**src/pds_pkg.sv**
```systemverilog
package pds_pkg;

  // ---------------------------------------------------------------------
  // widths of the programmable counters, bus and select, and the latch count
  // ---------------------------------------------------------------------
  localparam int unsigned MAIN_W  = 10;
  localparam int unsigned SWAL_W  = 7;
  localparam int unsigned REF_W   = 11;
  localparam int unsigned NIB_W   = 4;
  localparam int unsigned SEL_W   = 3;
  localparam int unsigned NUM_LAT = 8;

  // ---------------------------------------------------------------------
  // latch select values, one per programming word
  // ---------------------------------------------------------------------
  localparam logic [2:0] SEL_MAIN_LOW  = 3'h0;
  localparam logic [2:0] SEL_MAIN_MID  = 3'h1;
  localparam logic [2:0] SEL_MAIN_HIGH = 3'h2;
  localparam logic [2:0] SEL_SWAL_LOW  = 3'h3;
  localparam logic [2:0] SEL_SWAL_HIGH = 3'h4;
  localparam logic [2:0] SEL_REF_LOW   = 3'h5;
  localparam logic [2:0] SEL_REF_MID   = 3'h6;
  localparam logic [2:0] SEL_REF_HIGH  = 3'h7;

  // ---------------------------------------------------------------------
  // field positions inside the nibbles
  // ---------------------------------------------------------------------
  localparam int unsigned MAIN_LOW_LSB = 2;  // main bits 1:0 on lines 3:2
  localparam int unsigned TOP3_MSB     = 2;  // partial words use lines 2:0

  // ---------------------------------------------------------------------
  // reset values and timing
  // ---------------------------------------------------------------------
  localparam logic [3:0] NIB_RST        = 4'h0;
  localparam int unsigned CLK_MHZ       = 40;
  localparam int unsigned FINE_WIN_NS   = 500;
  localparam int unsigned FINE_WIN_CYC  = (FINE_WIN_NS * CLK_MHZ) / 1000;
  localparam int unsigned ERR_W         = 8;

  // committed divider values travel together
  typedef struct packed {
    logic [MAIN_W-1:0] main_val;
    logic [SWAL_W-1:0] swal_val;
    logic [REF_W-1:0]  ref_val;
  } pds_prog_t;

  localparam pds_prog_t PROG_RST = '0;

endpackage

```
**src/pds_synth.sv**
```systemverilog
`timescale 1ns/1ps
`default_nettype none
module pds_synth
#(
  parameter int unsigned FINE_WIN = pds_pkg::FINE_WIN_CYC
)
(
  input  wire logic       clk_i,
  input  wire logic       sys_rst_i,
  input  wire logic       clk_en_i,
  input  wire logic [3:0] nibble_bus_i,
  input  wire logic [2:0] latch_select_i,
  input  wire logic       latch_strobe_i,
  input  wire logic       osc_ref_i,
  input  wire logic       prescaler_input_i,
  output logic            modulus_control_out_o,
  output logic            coarse_phase_out_o,
  output logic            coarse_phase_oe_o,
  output logic            lock_flag_out_o,
  output logic            lock_flag_oe_o,
  output logic            divided_input_tick_o,
  output logic            divided_reference_tick_o
);

  // ---------------------------------------------------------------------
  // helpers
  // ---------------------------------------------------------------------
  // count down, reloading only from the zero state
  function automatic logic [pds_pkg::REF_W-1:0] count_down
  (
    input logic [pds_pkg::REF_W-1:0] cur,
    input logic [pds_pkg::REF_W-1:0] load
  );
    count_down = (cur == '0) ? load : cur - 1'b1;
  endfunction

  // ---------------------------------------------------------------------
  // pin synchronisers
  // ---------------------------------------------------------------------
  logic [9:0] pin_m_q;
  logic [9:0] pin_s_q;
  logic [3:0] bus_s_q;
  logic [2:0] sel_s_q;
  logic       stb_s_q;
  logic       osc_s_q;
  logic       osc_d_q;
  logic       fin_s_q;
  logic       fin_d_q;
  logic       osc_rise;
  logic       fin_rise;

  // every pin crosses two flops; edge detectors read only the second
  always_ff @(posedge clk_i or posedge sys_rst_i)
  begin
    if (sys_rst_i)
    begin
      pin_m_q <= 10'h000;
      pin_s_q <= 10'h000;
      osc_d_q <= 1'b0;
      fin_d_q <= 1'b0;
    end
    else if (clk_en_i)
    begin
      pin_m_q <= {nibble_bus_i, latch_select_i, latch_strobe_i, osc_ref_i,
                  prescaler_input_i};
      pin_s_q <= pin_m_q;
      osc_d_q <= osc_s_q;
      fin_d_q <= fin_s_q;
    end
  end

  // all pins share one delay, so select, data and strobe stay aligned
  assign {bus_s_q, sel_s_q, stb_s_q, osc_s_q, fin_s_q} = pin_s_q;

  // counters step on rising input edges only
  assign osc_rise = osc_s_q & ~osc_d_q;
  assign fin_rise = fin_s_q & ~fin_d_q;

  // ---------------------------------------------------------------------
  // programming latches
  // ---------------------------------------------------------------------
  logic [3:0]        latch_q [pds_pkg::NUM_LAT];
  pds_pkg::pds_prog_t prog_q;
  logic              wr_word1;

  assign wr_word1 = stb_s_q & (sel_s_q == pds_pkg::SEL_MAIN_LOW);

  // level-sensitive strobe: latch follows the bus while high; no reset
  // exists on the real part so these only read zero until written
  always_ff @(posedge clk_i or posedge sys_rst_i)
  begin
    if (sys_rst_i)
    begin
      for (int i = 0; i < pds_pkg::NUM_LAT; i++)
      begin
        latch_q[i] <= pds_pkg::NIB_RST;
      end
    end
    else if (clk_en_i && stb_s_q)
    begin
      latch_q[sel_s_q] <= bus_s_q;
    end
  end

  // word 1 commits every latch at once, its own bits taken from the bus
  always_ff @(posedge clk_i or posedge sys_rst_i)
  begin
    if (sys_rst_i)
    begin
      prog_q <= pds_pkg::PROG_RST;
    end
    else if (clk_en_i && wr_word1)
    begin
      prog_q.main_val <= {latch_q[pds_pkg::SEL_MAIN_HIGH],
                          latch_q[pds_pkg::SEL_MAIN_MID],
                          bus_s_q[3:pds_pkg::MAIN_LOW_LSB]};
      prog_q.swal_val <= {latch_q[pds_pkg::SEL_SWAL_HIGH][2:0],
                          latch_q[pds_pkg::SEL_SWAL_LOW]};
      prog_q.ref_val  <= {latch_q[pds_pkg::SEL_REF_HIGH][2:0],
                          latch_q[pds_pkg::SEL_REF_MID],
                          latch_q[pds_pkg::SEL_REF_LOW]};
    end
  end

  // ---------------------------------------------------------------------
  // reference divider
  // ---------------------------------------------------------------------
  logic [pds_pkg::REF_W-1:0] ref_cnt_q;
  logic                      ref_half_q;

  // half period of r oscillator edges gives a division of 2r
  always_ff @(posedge clk_i or posedge sys_rst_i)
  begin
    if (sys_rst_i)
    begin
      ref_cnt_q  <= '0;
      ref_half_q <= 1'b0;
    end
    else if (clk_en_i && osc_rise)
    begin
      ref_cnt_q <= count_down(ref_cnt_q, prog_q.ref_val - 1'b1);
      if (ref_cnt_q == '0)
      begin
        ref_half_q <= ~ref_half_q;
      end
    end
  end

  // one-cycle reference tick on the rising half
  always_ff @(posedge clk_i or posedge sys_rst_i)
  begin
    if (sys_rst_i)
    begin
      divided_reference_tick_o <= 1'b0;
    end
    else if (clk_en_i)
    begin
      divided_reference_tick_o <= osc_rise & (ref_cnt_q == '0)
                                  & ~ref_half_q;
    end
  end

  // ---------------------------------------------------------------------
  // main and swallow counters
  // ---------------------------------------------------------------------
  logic [pds_pkg::MAIN_W-1:0] main_cnt_q;
  logic [pds_pkg::SWAL_W-1:0] swal_cnt_q;
  logic [pds_pkg::SWAL_W-1:0] swal_nxt;
  logic [pds_pkg::REF_W-1:0]  main_nxt_w;

  assign main_nxt_w = count_down({1'b0, main_cnt_q},
                                 {1'b0, prog_q.main_val - 1'b1});

  // swallow reloads only together with main, otherwise stops at zero
  assign swal_nxt = (main_cnt_q == '0) ? prog_q.swal_val
                  : (swal_cnt_q != '0) ? swal_cnt_q - 1'b1
                  : swal_cnt_q;

  // main counts m prescaler edges per cycle; swallow rides inside it
  always_ff @(posedge clk_i or posedge sys_rst_i)
  begin
    if (sys_rst_i)
    begin
      main_cnt_q            <= '0;
      swal_cnt_q            <= '0;
      modulus_control_out_o <= 1'b1;
    end
    else if (clk_en_i && fin_rise)
    begin
      main_cnt_q            <= main_nxt_w[pds_pkg::MAIN_W-1:0];
      swal_cnt_q            <= swal_nxt;
      modulus_control_out_o <= (swal_nxt == '0);
    end
  end

  // end of the main cycle is the divided input compared by the detector
  always_ff @(posedge clk_i or posedge sys_rst_i)
  begin
    if (sys_rst_i)
    begin
      divided_input_tick_o <= 1'b0;
    end
    else if (clk_en_i)
    begin
      divided_input_tick_o <= fin_rise & (main_cnt_q == '0);
    end
  end

  // ---------------------------------------------------------------------
  // phase/frequency detector and lock
  // ---------------------------------------------------------------------
  logic                    up_q;
  logic                    dn_q;
  logic [pds_pkg::ERR_W-1:0] err_q;
  logic                    in_win;
  logic                    close_now;
  logic                    lock_nxt;

  assign in_win    = (err_q < pds_pkg::ERR_W'(FINE_WIN));
  assign close_now = (up_q | divided_input_tick_o)
                     & (dn_q | divided_reference_tick_o);
  // an error pulse wider than the window drops lock; a close inside it
  // sets lock, so the coarse enable never overlaps the lock pull-down
  assign lock_nxt  = ((up_q | dn_q) && !in_win) ? 1'b0
                     : close_now ? in_win : lock_flag_oe_o;

  // classic two-flop detector; both set clears both, error width counted
  always_ff @(posedge clk_i or posedge sys_rst_i)
  begin
    if (sys_rst_i)
    begin
      up_q  <= 1'b0;
      dn_q  <= 1'b0;
      err_q <= '0;
    end
    else if (clk_en_i)
    begin
      if (close_now)
      begin
        up_q  <= 1'b0;
        dn_q  <= 1'b0;
        err_q <= '0;
      end
      else
      begin
        up_q <= up_q | divided_input_tick_o;
        dn_q <= dn_q | divided_reference_tick_o;
        if ((up_q | dn_q) && (err_q != '1))
        begin
          err_q <= err_q + 1'b1; // saturates, avoids false window on wrap
        end
      end
    end
  end

  // coarse drives during an error pulse while unlocked or once the error leaves the window
  always_ff @(posedge clk_i or posedge sys_rst_i)
  begin
    if (sys_rst_i)
    begin
      coarse_phase_out_o <= 1'b0;
      coarse_phase_oe_o  <= 1'b0;
      lock_flag_out_o    <= 1'b0;
      lock_flag_oe_o     <= 1'b0;
    end
    else if (clk_en_i)
    begin
      coarse_phase_out_o <= up_q;
      coarse_phase_oe_o  <= (up_q | dn_q) & ~lock_nxt;
      lock_flag_out_o    <= 1'b0; // open drain only ever pulls low
      lock_flag_oe_o     <= lock_nxt;
    end
  end
endmodule
`default_nettype wire

```
**config.mk**
```make
export PLATFORM = sky130hd
export DESIGN_NAME = pds_synth
export DESIGN_NICKNAME = d
export VERILOG_FILES = /design/src/pds_pkg.sv /design/src/pds_synth.sv
export SDC_FILE = /design/constraint.sdc
export NUM_CORES = 1
export LEC_CHECK = 0
export BUFFER_PORTS_ARGS = -buffer_cell sky130_fd_sc_hd__buf_4
export CAP_MARGIN = 20
export CORE_MARGIN = 5
export CORE_UTILIZATION = 51
export DETAILED_ROUTE_END_ITERATION = 6
export PLACE_DENSITY_LB_ADDON = 0.2
export SLEW_MARGIN = 20
export SYNTH_ARGS = -nofsm -noshare
export SYNTH_HDL_FRONTEND = slang
export SYNTH_SLANG_ARGS = --single-unit
```
**constraint.sdc**
```tcl
create_clock -name clk_i -period 12.7 [get_ports clk_i]
set_input_delay 3.81 -clock clk_i [delete_from_list [all_inputs] [get_ports clk_i]]
set_output_delay 3.81 -clock clk_i [all_outputs]
set_load 0.05 [all_outputs]
```
Word level (Yosys, flattened, before mapping)
Cells that the tools add are included.
W data, S select, Z words.
Operators by class
  add/sub/neg operators: 6
  $mul: 0
  divide/modulo/power cells: 0
  $lt $le $gt $ge: 3
  eq/ne operators: 1
  shifts and indexed selects: 0
  mux-type cells: 13
  bitwise logic cells: 16
  reductions and logical operators: 16
Operators by type and width (number)
  $bwmux W32: 1
  $sub A11 B1 Y11 const B: 2
  $sub A10 B1 Y10 const B: 2
  $mux W8: 2
  $mux W7: 2
  $demux W4 S3: 1
  $logic_not A11 Y1: 1
  $mux W11: 1
  $logic_not A10 Y1: 1
  $mux W10: 1
  $add A8 B1 Y8 const B: 1
  $and A1 B1 Y1: 8
  $lt A8 B5 Y1 const B: 1
  $ne A8 B8 Y1 const B: 1
  $logic_and A1 B1 Y1: 7
  $logic_not A7 Y1: 1
  $reduce_bool A7 Y1: 1
  $sub A7 B1 Y7 const B: 1
  $ge A4 B4 Y1 const B: 1
  $lt A4 B1 Y1 const B: 1
  $mux W1: 4
  $mux W4: 1
  $not A1 Y1: 4
  $not A3 Y4: 1
  5 further kinds: 8
Storage, ports and cells
  register bits after elaboration: 127
  bits in latches: 0
  memory bits (writable): 0
  memory bits (read-only): 0
  input bits: 13
  output and inout bits: 7
  logic and storage cells: 83
  memories: 0

Logic depth before layout (Yosys ltp)
Gate-level depths: netlist (run 1).
  word-level depth: 6
  gate-level depth with buffers: 11
  depth with buffers taken out: 9

Worst setup path before layout (run 1)
Ideal clock, no wire load.
  path type: input -> register
  from: input port clk_en_i
  to: register prog_q[0] (netlist bit)
  setup time: 0.125 ns
  data arrival time: 4.849 ns
  required time: 12.575 ns
  slack: 7.727 ns
  stages on the path: 5
  buffers on the path: 2
  cell sequence: nand3b_1 > or3_1 > buf_2 > buf_2 > mux2_2
Between the ends
  cells in the longest elaborated chain, start to end: 1
RTL lines
  start: declaration: RTL line pds_synth.sv:10  | input wire logic clk_en_i,
  $logic_and A1 B1 Y1: RTL line pds_synth.sv:112  | else if (clk_en_i && wr_word1)
  end signal: assignment: RTL line pds_synth.sv:110  | prog_q <= pds_pkg::PROG_RST;
  end: declaration: RTL line pds_synth.sv:83  | pds_pkg::pds_prog_t prog_q;
No other way between the ends.
A chain may end at the register's enable or synchronous reset.

Worst setup path after layout (run 1)
  from: input port clk_en_i
  to: register prog_q[26] (netlist bit)
Same word-level chain as after synthesis.

==> run metrics, run 1 <==
ant diodes 0; Max Clock Freq 192.8 MHz; hold path endpoint modulus_control_out_o; core area 10890 um2; worst hold-check path type reg -> reg; clk_lat worst skew 0.51 ns; Synth Area in XOR/XNOR 1.842%; drt first pass iters 5; Post-Synth Adder-Cell Area 1.096%; final wirelength 11100 um; Mean Syn Cell Area 11.39 um2; Worst R2R End main_cnt_q[8]; Worst Setup Start Kind primary input; CP peak stage delay 0.78 ns; simple-gate share of the synthesized area 13.18%; Final Non-Filler Cells 675; vias per cell 5.850; worst path buffer plus inverter count 1; Hold Crit Start modulus_control_out_o; clk buf depth 2; final net count 541; Starting Density 52.40%; largest family of logic cells by synthesized area multiplexers; cell taking the most area after synthesis dfrtp_1; total number of vias 3949; pin count of the biggest net entering global routing 83; Async SR Flop Fraction 100.0%; register-to-register setup slack 9.83 ns; Final Setup Violations 0; Net Count, Synth 519; Netlist cell types 64; MaxCap Viol Count 0; Synth warnings 0; Crit Path Class in -> reg; Synth Area in Compound Gates 13.00%; setup TNS 0 ns; root buffer cell clkbuf_8; initial antenna violation count 0; CTS sink count 121; Max Fanout on Critical Path 42; P&R area growth vs syn 13.46%; number of synthesized flops with an enable pin 0; dpl cells 644; post_cts resized 0; DIE WIDTH 115.8 um; Hold-fix buffers, CTS 0; Pwr Density 224.1 nW/um2; antenna-violating nets left 0; Critical Path, Cell by Cell buf_4 -> nand3b_1 -> or3_2 -> mux2_2; Least-Margin Pin Slew 0.7255 ns; die height 115.8 um; Tmin final 5.186 ns; R2R depth 9; Critical Path AT 5.58 ns; GR Util All Layers 18.12%; max-slew violations 0; family with the most delay on the worst path simple AND/OR/NAND/NOR gates; crit end category register; H-tree levels 4; Crit path required time 13.09 ns; Clock transition at path regs 0.06 ns; Hold Vio Cnt, Final 0; Post-CTS Setup Bufs 0; RR Startpoint main_cnt_q[2]; Site Rows 38; RSZ-0062 raised after global routing false; multiplexer share of the synthesized area 15.37%; status finished, final reports clean; TritonCTS clock tree built; ys flop type dfrtp_1; DR WL/cell 16.44 um; synth top area cells dfrtp_1 (53%), mux2_2 (15%), nor2_1 (2.8%), nand2_1 (2.4%), a21oi_1 (2.1%); period utilization 40.83%; layout cell share with drive strength beyond 1 27.10%; I/O pin count 20; # DRC 0; hold depth 2; Seq/Total Area, Yosys 53.09%; #FFs+latches synth 121; VDD IR-drop max 0.1141 mV; die area 13400 um2; grt ovf 0; I/O Buffers 18; cell area after synthesis 5705 um2; slowest CP cell or3_2; initial DRC count 245; share of the synthesized area in the top cell type 52.63%; CTS Buf Count 17; relative slew slack 51.63%; first-pass GRT wire length 19220 um; GP Congestion 0.8580; vias in the first global route 3905; P_leak 2.767 nW; count of mapped cells out of synthesis 501; HPWL after DPL 7460 um; Final Skew 0.005998 ns
-- layout by cell type, fill, tap and decap left out, drive strengths merged, types with 4 or more instances in the layout --
cell / count
xor2: 5
xnor2: 7
o21ai: 28
buf: 20
o31ai: 5
nor3: 15
ha: 5
nand2: 37
and3: 4
clkinv: 4
clkbuf: 18
nor4: 6
a21oi: 24
and2: 4
dfrtp: 120
o21a: 5
or3: 9
nor2: 43
inv: 16
or4: 5
clkinvlp: 5
mux2: 77
nand3b: 5
a31oi: 5
o22a: 4
nand3: 8
nand2b: 4
-- state kept, by name, summed over array words and instances, names as in the netlist, 7 cells and up --
| register | count |
|---|---|
| err_q | 8 |
| prog_q | 28 |
| main_cnt_q | 10 |
| pin_m_q | 10 |
| pin_s_q | 10 |
| swal_cnt_q | 7 |
| ref_cnt_q | 11 |
| latch_q | 26 |
-- tightest hold or removal path, delay by kind of cell (launching register included) --
family / cells / cell delay, ns
flip-flops: 1 / 0.36
AND/OR/NAND/NOR: 1 / 0.06
AO/OA/AOI/OAI: 1 / 0.06
-- report_power, final --
group	internal [mW]	switching (mW)
clock	0.244	0.173
sequential	0.525	0.139
combinational	0.188	0.182
total	0.957	0.494
-- cell families after synthesis --
group	Yosys count
simple gates	148
flops	121
compound gates	107
mux	78
buf+inv	29
xor+xnor	12
fa+ha+maj	5
other cells	1
-- metal layers --
metal	vias up	routed length, um	global-route usage, %
li1	1877	-	-
met4	0	89	5.336
met5	-	0	0
met2	96	5369	28.88
met1	1969	5181	24.20
met3	7	459	5.379
-- through the flow --
step | setup WS, ns | util (%) | cell area, um2 | power (mW) | hold slack [ns]
CTS | 7.534 | 59.42 | 6470 | 1.463 | 0.4857
global route | 7.437 | 59.46 | 6474 | 1.545 | 0.5033
floorplan | 5.677 | - | 5705 | 0.9354 | 0.4468
detailed placement | 6.986 | 54.61 | 5946 | 1.035 | 0.4775
global placement | 6.904 | 54.60 | 5944 | 1.014 | 0.4689
finish | 7.514 | 59.46 | 6474 | 1.451 | 0.4821
-- worst max path at each step --
| stage | start | end | cells past startpoint | slack, ns |
|---|---|---|---|---|
| 4_1_cts | clk_en_i | prog_q[5] | 4 | 7.53 |
| 3_3_place_gp | clk_en_i | prog_q[7] | 4 | 6.90 |
| 6_report | clk_en_i | prog_q[26] | 4 | 7.51 |
| 5_1_grt | clk_en_i | prog_q[15] | 4 | 7.44 |
| 2_1_floorplan | sys_rst_i | coarse_phase_oe_o | 1 | 5.68 |
| 3_5_place_dp | clk_en_i | prog_q[5] | 4 | 6.99 |
-- Yosys cell counts, types with 3 or more instances --
library cell / number
nand2_1: 37
and2_1: 4
o31ai_1: 4
dfrtp_1: 120
buf_2: 3
o21ai_1: 4
nand3_1: 8
nor3_1: 14
o22ai_1: 3
o21ai_0: 24
a21o_1: 3
or3_1: 7
a31oi_1: 5
a21oi_1: 24
or4_1: 5
mux2_2: 77
and3_1: 4
nor4_1: 3
clkbuf_1: 6
inv_1: 12
buf_4: 3
nor2b_1: 3
a22o_1: 3
ha_1: 5
o22a_1: 4
nand3b_1: 5
o21a_1: 5
xnor2_1: 7
or2_2: 3
nor2_1: 43
xor2_1: 5
nand2b_1: 4
-- layout make-up --
cell class                      count  area (um2)
Fill cell                         870        4414
Sequential cell                   121        3029
Multi-Input combinational cell    351        2544
Clock buffer                       18       427.9
Tap cell                          140       175.2
Timing Repair Buffer               20       153.9
Clock inverter                     13       96.34
Inverter                           12       47.55
(Power assumes the default switching activity.)
==> run 2: changes to the inputs <==
ABC_AREA = 1   (was unset)
clock period = 5 ns   (was 12.7 ns; I/O delays follow)
==> run metrics, run 2 <==
core area 10980 um2; ant diodes 0; VDD IR-drop max 0.3180 mV; initial DRC count 302; commonest cells after routing, fill and taps aside nand2_1 (191), dfrtp_1 (120), inv_1 (78); total number of vias 4518; # DRC 0; dpl cells 840; DR WL/cell 12.93 um; Critical Path, Cell by Cell buf_4 -> nand2_1 -> nor2_2 -> inv_2 -> o31ai_2 -> xor2_1; cell area after synthesis 5776 um2; Critical Path AT 3.28 ns; area of all sequential standard cells 3029 um2; Net Count, Synth 713; Max Clock Freq 338.3 MHz; count of mapped cells out of synthesis 695; relative slew slack 43.02%; Async SR Flop Fraction 100.0%; Starting Density 52.59%; RSZ-0062 raised after global routing false; Final Skew 0.004812 ns; final wirelength 11280 um; initial antenna violation count 0; clk buf depth 2; CTS sink count 121; Site Rows 38; share of the synthesized area in the top cell type 51.99%; clk_lat worst skew 0.40 ns; DIE WIDTH 116.4 um; final net count 737; MaxCap Viol Count 0; Worst Setup Start Kind primary input; Final Setup Violations 0; grt ovf 0; Least-Margin Pin Slew 0.8516 ns; Seq/Total Area, Yosys 52.45%; Final Non-Filler Cells 872; Post-synth top cells nand2_1 (191), dfrtp_1 (120), inv_1 (79); H-tree levels 4; vias per cell 5.181; crit end category register; synth top area cells dfrtp_1 (52%), nand2_1 (12%), o21ai_0 (5.3%), inv_1 (5.1%), nor2_1 (4.0%); CP endpoint main_cnt_q[8]; Setup WS post-layout 2.044 ns; Hold Vio Cnt, Final 0; die area 13550 um2; I/O pin count 20; Biggest register prog_q; Pwr Density 521.8 nW/um2; I/O Buffers 18; Tmin final 2.956 ns; die height 116.4 um; number of synthesized flops with an enable pin 0; P_leak 3.380 nW; vias in the first global route 4416; CTS Buf Count 17; pre-CTS setup slack 1.651 ns; cell area after layout 6608 um2; pin count of the biggest net entering global routing 82; GP Congestion 0.8910; layout cell share with drive strength beyond 1 13.39%; Hold-fix buffers, CTS 0; Mean Syn Cell Area 8.310 um2; antenna-violating nets left 0; critical path depth 6; worst path buffer plus inverter count 2; period utilization 59.12%; max reg flops 28; register-to-register setup slack 2.78 ns; TritonCTS clock tree built; max-slew violations 0; first-pass GRT wire length 20410 um; Worst setup startpoint clk_en_i; Netlist cell types 44; family with the most delay on the worst path simple AND/OR/NAND/NOR gates; #FFs+latches synth 121; cell taking the most area after synthesis dfrtp_1; Max Fanout on Critical Path 41; fillers 942; Crit path required time 5.33 ns; status finished, final reports clean; setup TNS 0 ns; most common cell after layout, fill and taps aside nand2_1; P&R area growth vs syn 14.41%; root buffer cell clkbuf_16; most common cell in the netlist nand2_1; HPWL after DPL 7834 um; ys flop type dfrtp_1; Post-CTS Setup Bufs 0; footprint of the multi-input gates 2342 um2; Placement Cell Area 6042 um2; Largest regs prog_q x28, latch_q x26, ref_cnt_q x11; slowest CP cell nor2_2; GR Util All Layers 18.87%; CP peak stage delay 0.55 ns; R2R depth 14; RR Startpoint main_cnt_q[2]; Worst R2R End main_cnt_q[4]; Crit Path Class in -> reg; Pwr Total 3.448 mW; drt first pass iters 7; post_cts resized 0; Clock transition at path regs 0.06 ns; Synth warnings 0; worst hold-check path type reg -> reg
==> run 2: cell types whose count changed in the layout (fill, tap and decap cells not counted), sizes merged, moves of 9 or more <==
cell / previous run / this run
nand3: 8 / 37
nor2: 43 / 76
inv: 16 / 91
mux2: 77 / 12
or3: 9 / 0
o21ai: 28 / 76
nand2: 37 / 199
nor3: 15 / 4
==> run 2: worst min-delay path: stages, from the launching register on <==
cell and delay [ns]:
dfrtp_1 0.34, nand2_1 0.05, nand2_1 0.04
==> run 2: through the flow <==
stage / hold slack [ns] / utilization, %
floorplan: 0.4414 / -
global placement: 0.4568 / 55.01
detailed placement: 0.4595 / 55.01
CTS: 0.4741 / 60.16
global route: 0.4907 / 60.16
finish: 0.4710 / 60.16
==> run 2: area by class of cell <==
| type | count | area share (%) |
|---|---|---|
| multi-input cells | 470 | 35.45 |
| flip-flops and latches | 121 | 45.84 |
| clock inverters | 14 | 1.913 |
| repair buffers | 19 | 2.348 |
| well taps | 140 | 2.651 |
| clock buffers | 18 | 6.646 |
| inverters | 90 | 5.151 |
==> run 2: how the worst min path moves through the flow <==
stage,endpoint,depth (start not counted),startpoint
after global routing,pin_s_q[0],2,pin_s_q[0]
final,pin_m_q[4],2,pin_m_q[4]
after CTS,pin_m_q[4],2,pin_m_q[4]
after floorplan,ref_half_q,1,ref_half_q
after global placement,pin_m_q[6],2,pin_m_q[6]
after detailed placement,pin_m_q[4],2,pin_m_q[4]
==> run 2: cell families after synthesis <==
| logic type | count (synthesis) | synth area share (%) |
|---|---|---|
| DFF | 121 | 52.45 |
| buffers and inverters | 104 | 6.997 |
| and+or+nand+nor | 327 | 24.61 |
| AOI/OAI and AO/OA | 117 | 11.24 |
| xor gates and xnor gates | 8 | 1.213 |
| muxes | 12 | 2.340 |
| adders and majority gates | 5 | 1.083 |
| other | 1 | 0.06493 |
==> run 2: power by group <==
part           switching, mW  internal (mW)
logic                  0.551          0.318
clock network          0.443          0.696
registers              0.180           1.26
total                   1.17           2.27
==> run 2: routing by layer <==
layer / global-route usage [%] / wire length [um] / up-vias
met5: 0 / 0 / -
met4: 5.800 / 112 / 0
met3: 4.301 / 466 / 10
met2: 29.56 / 5321 / 89
met1: 26.35 / 5378 / 2147
li1: - / - / 2272
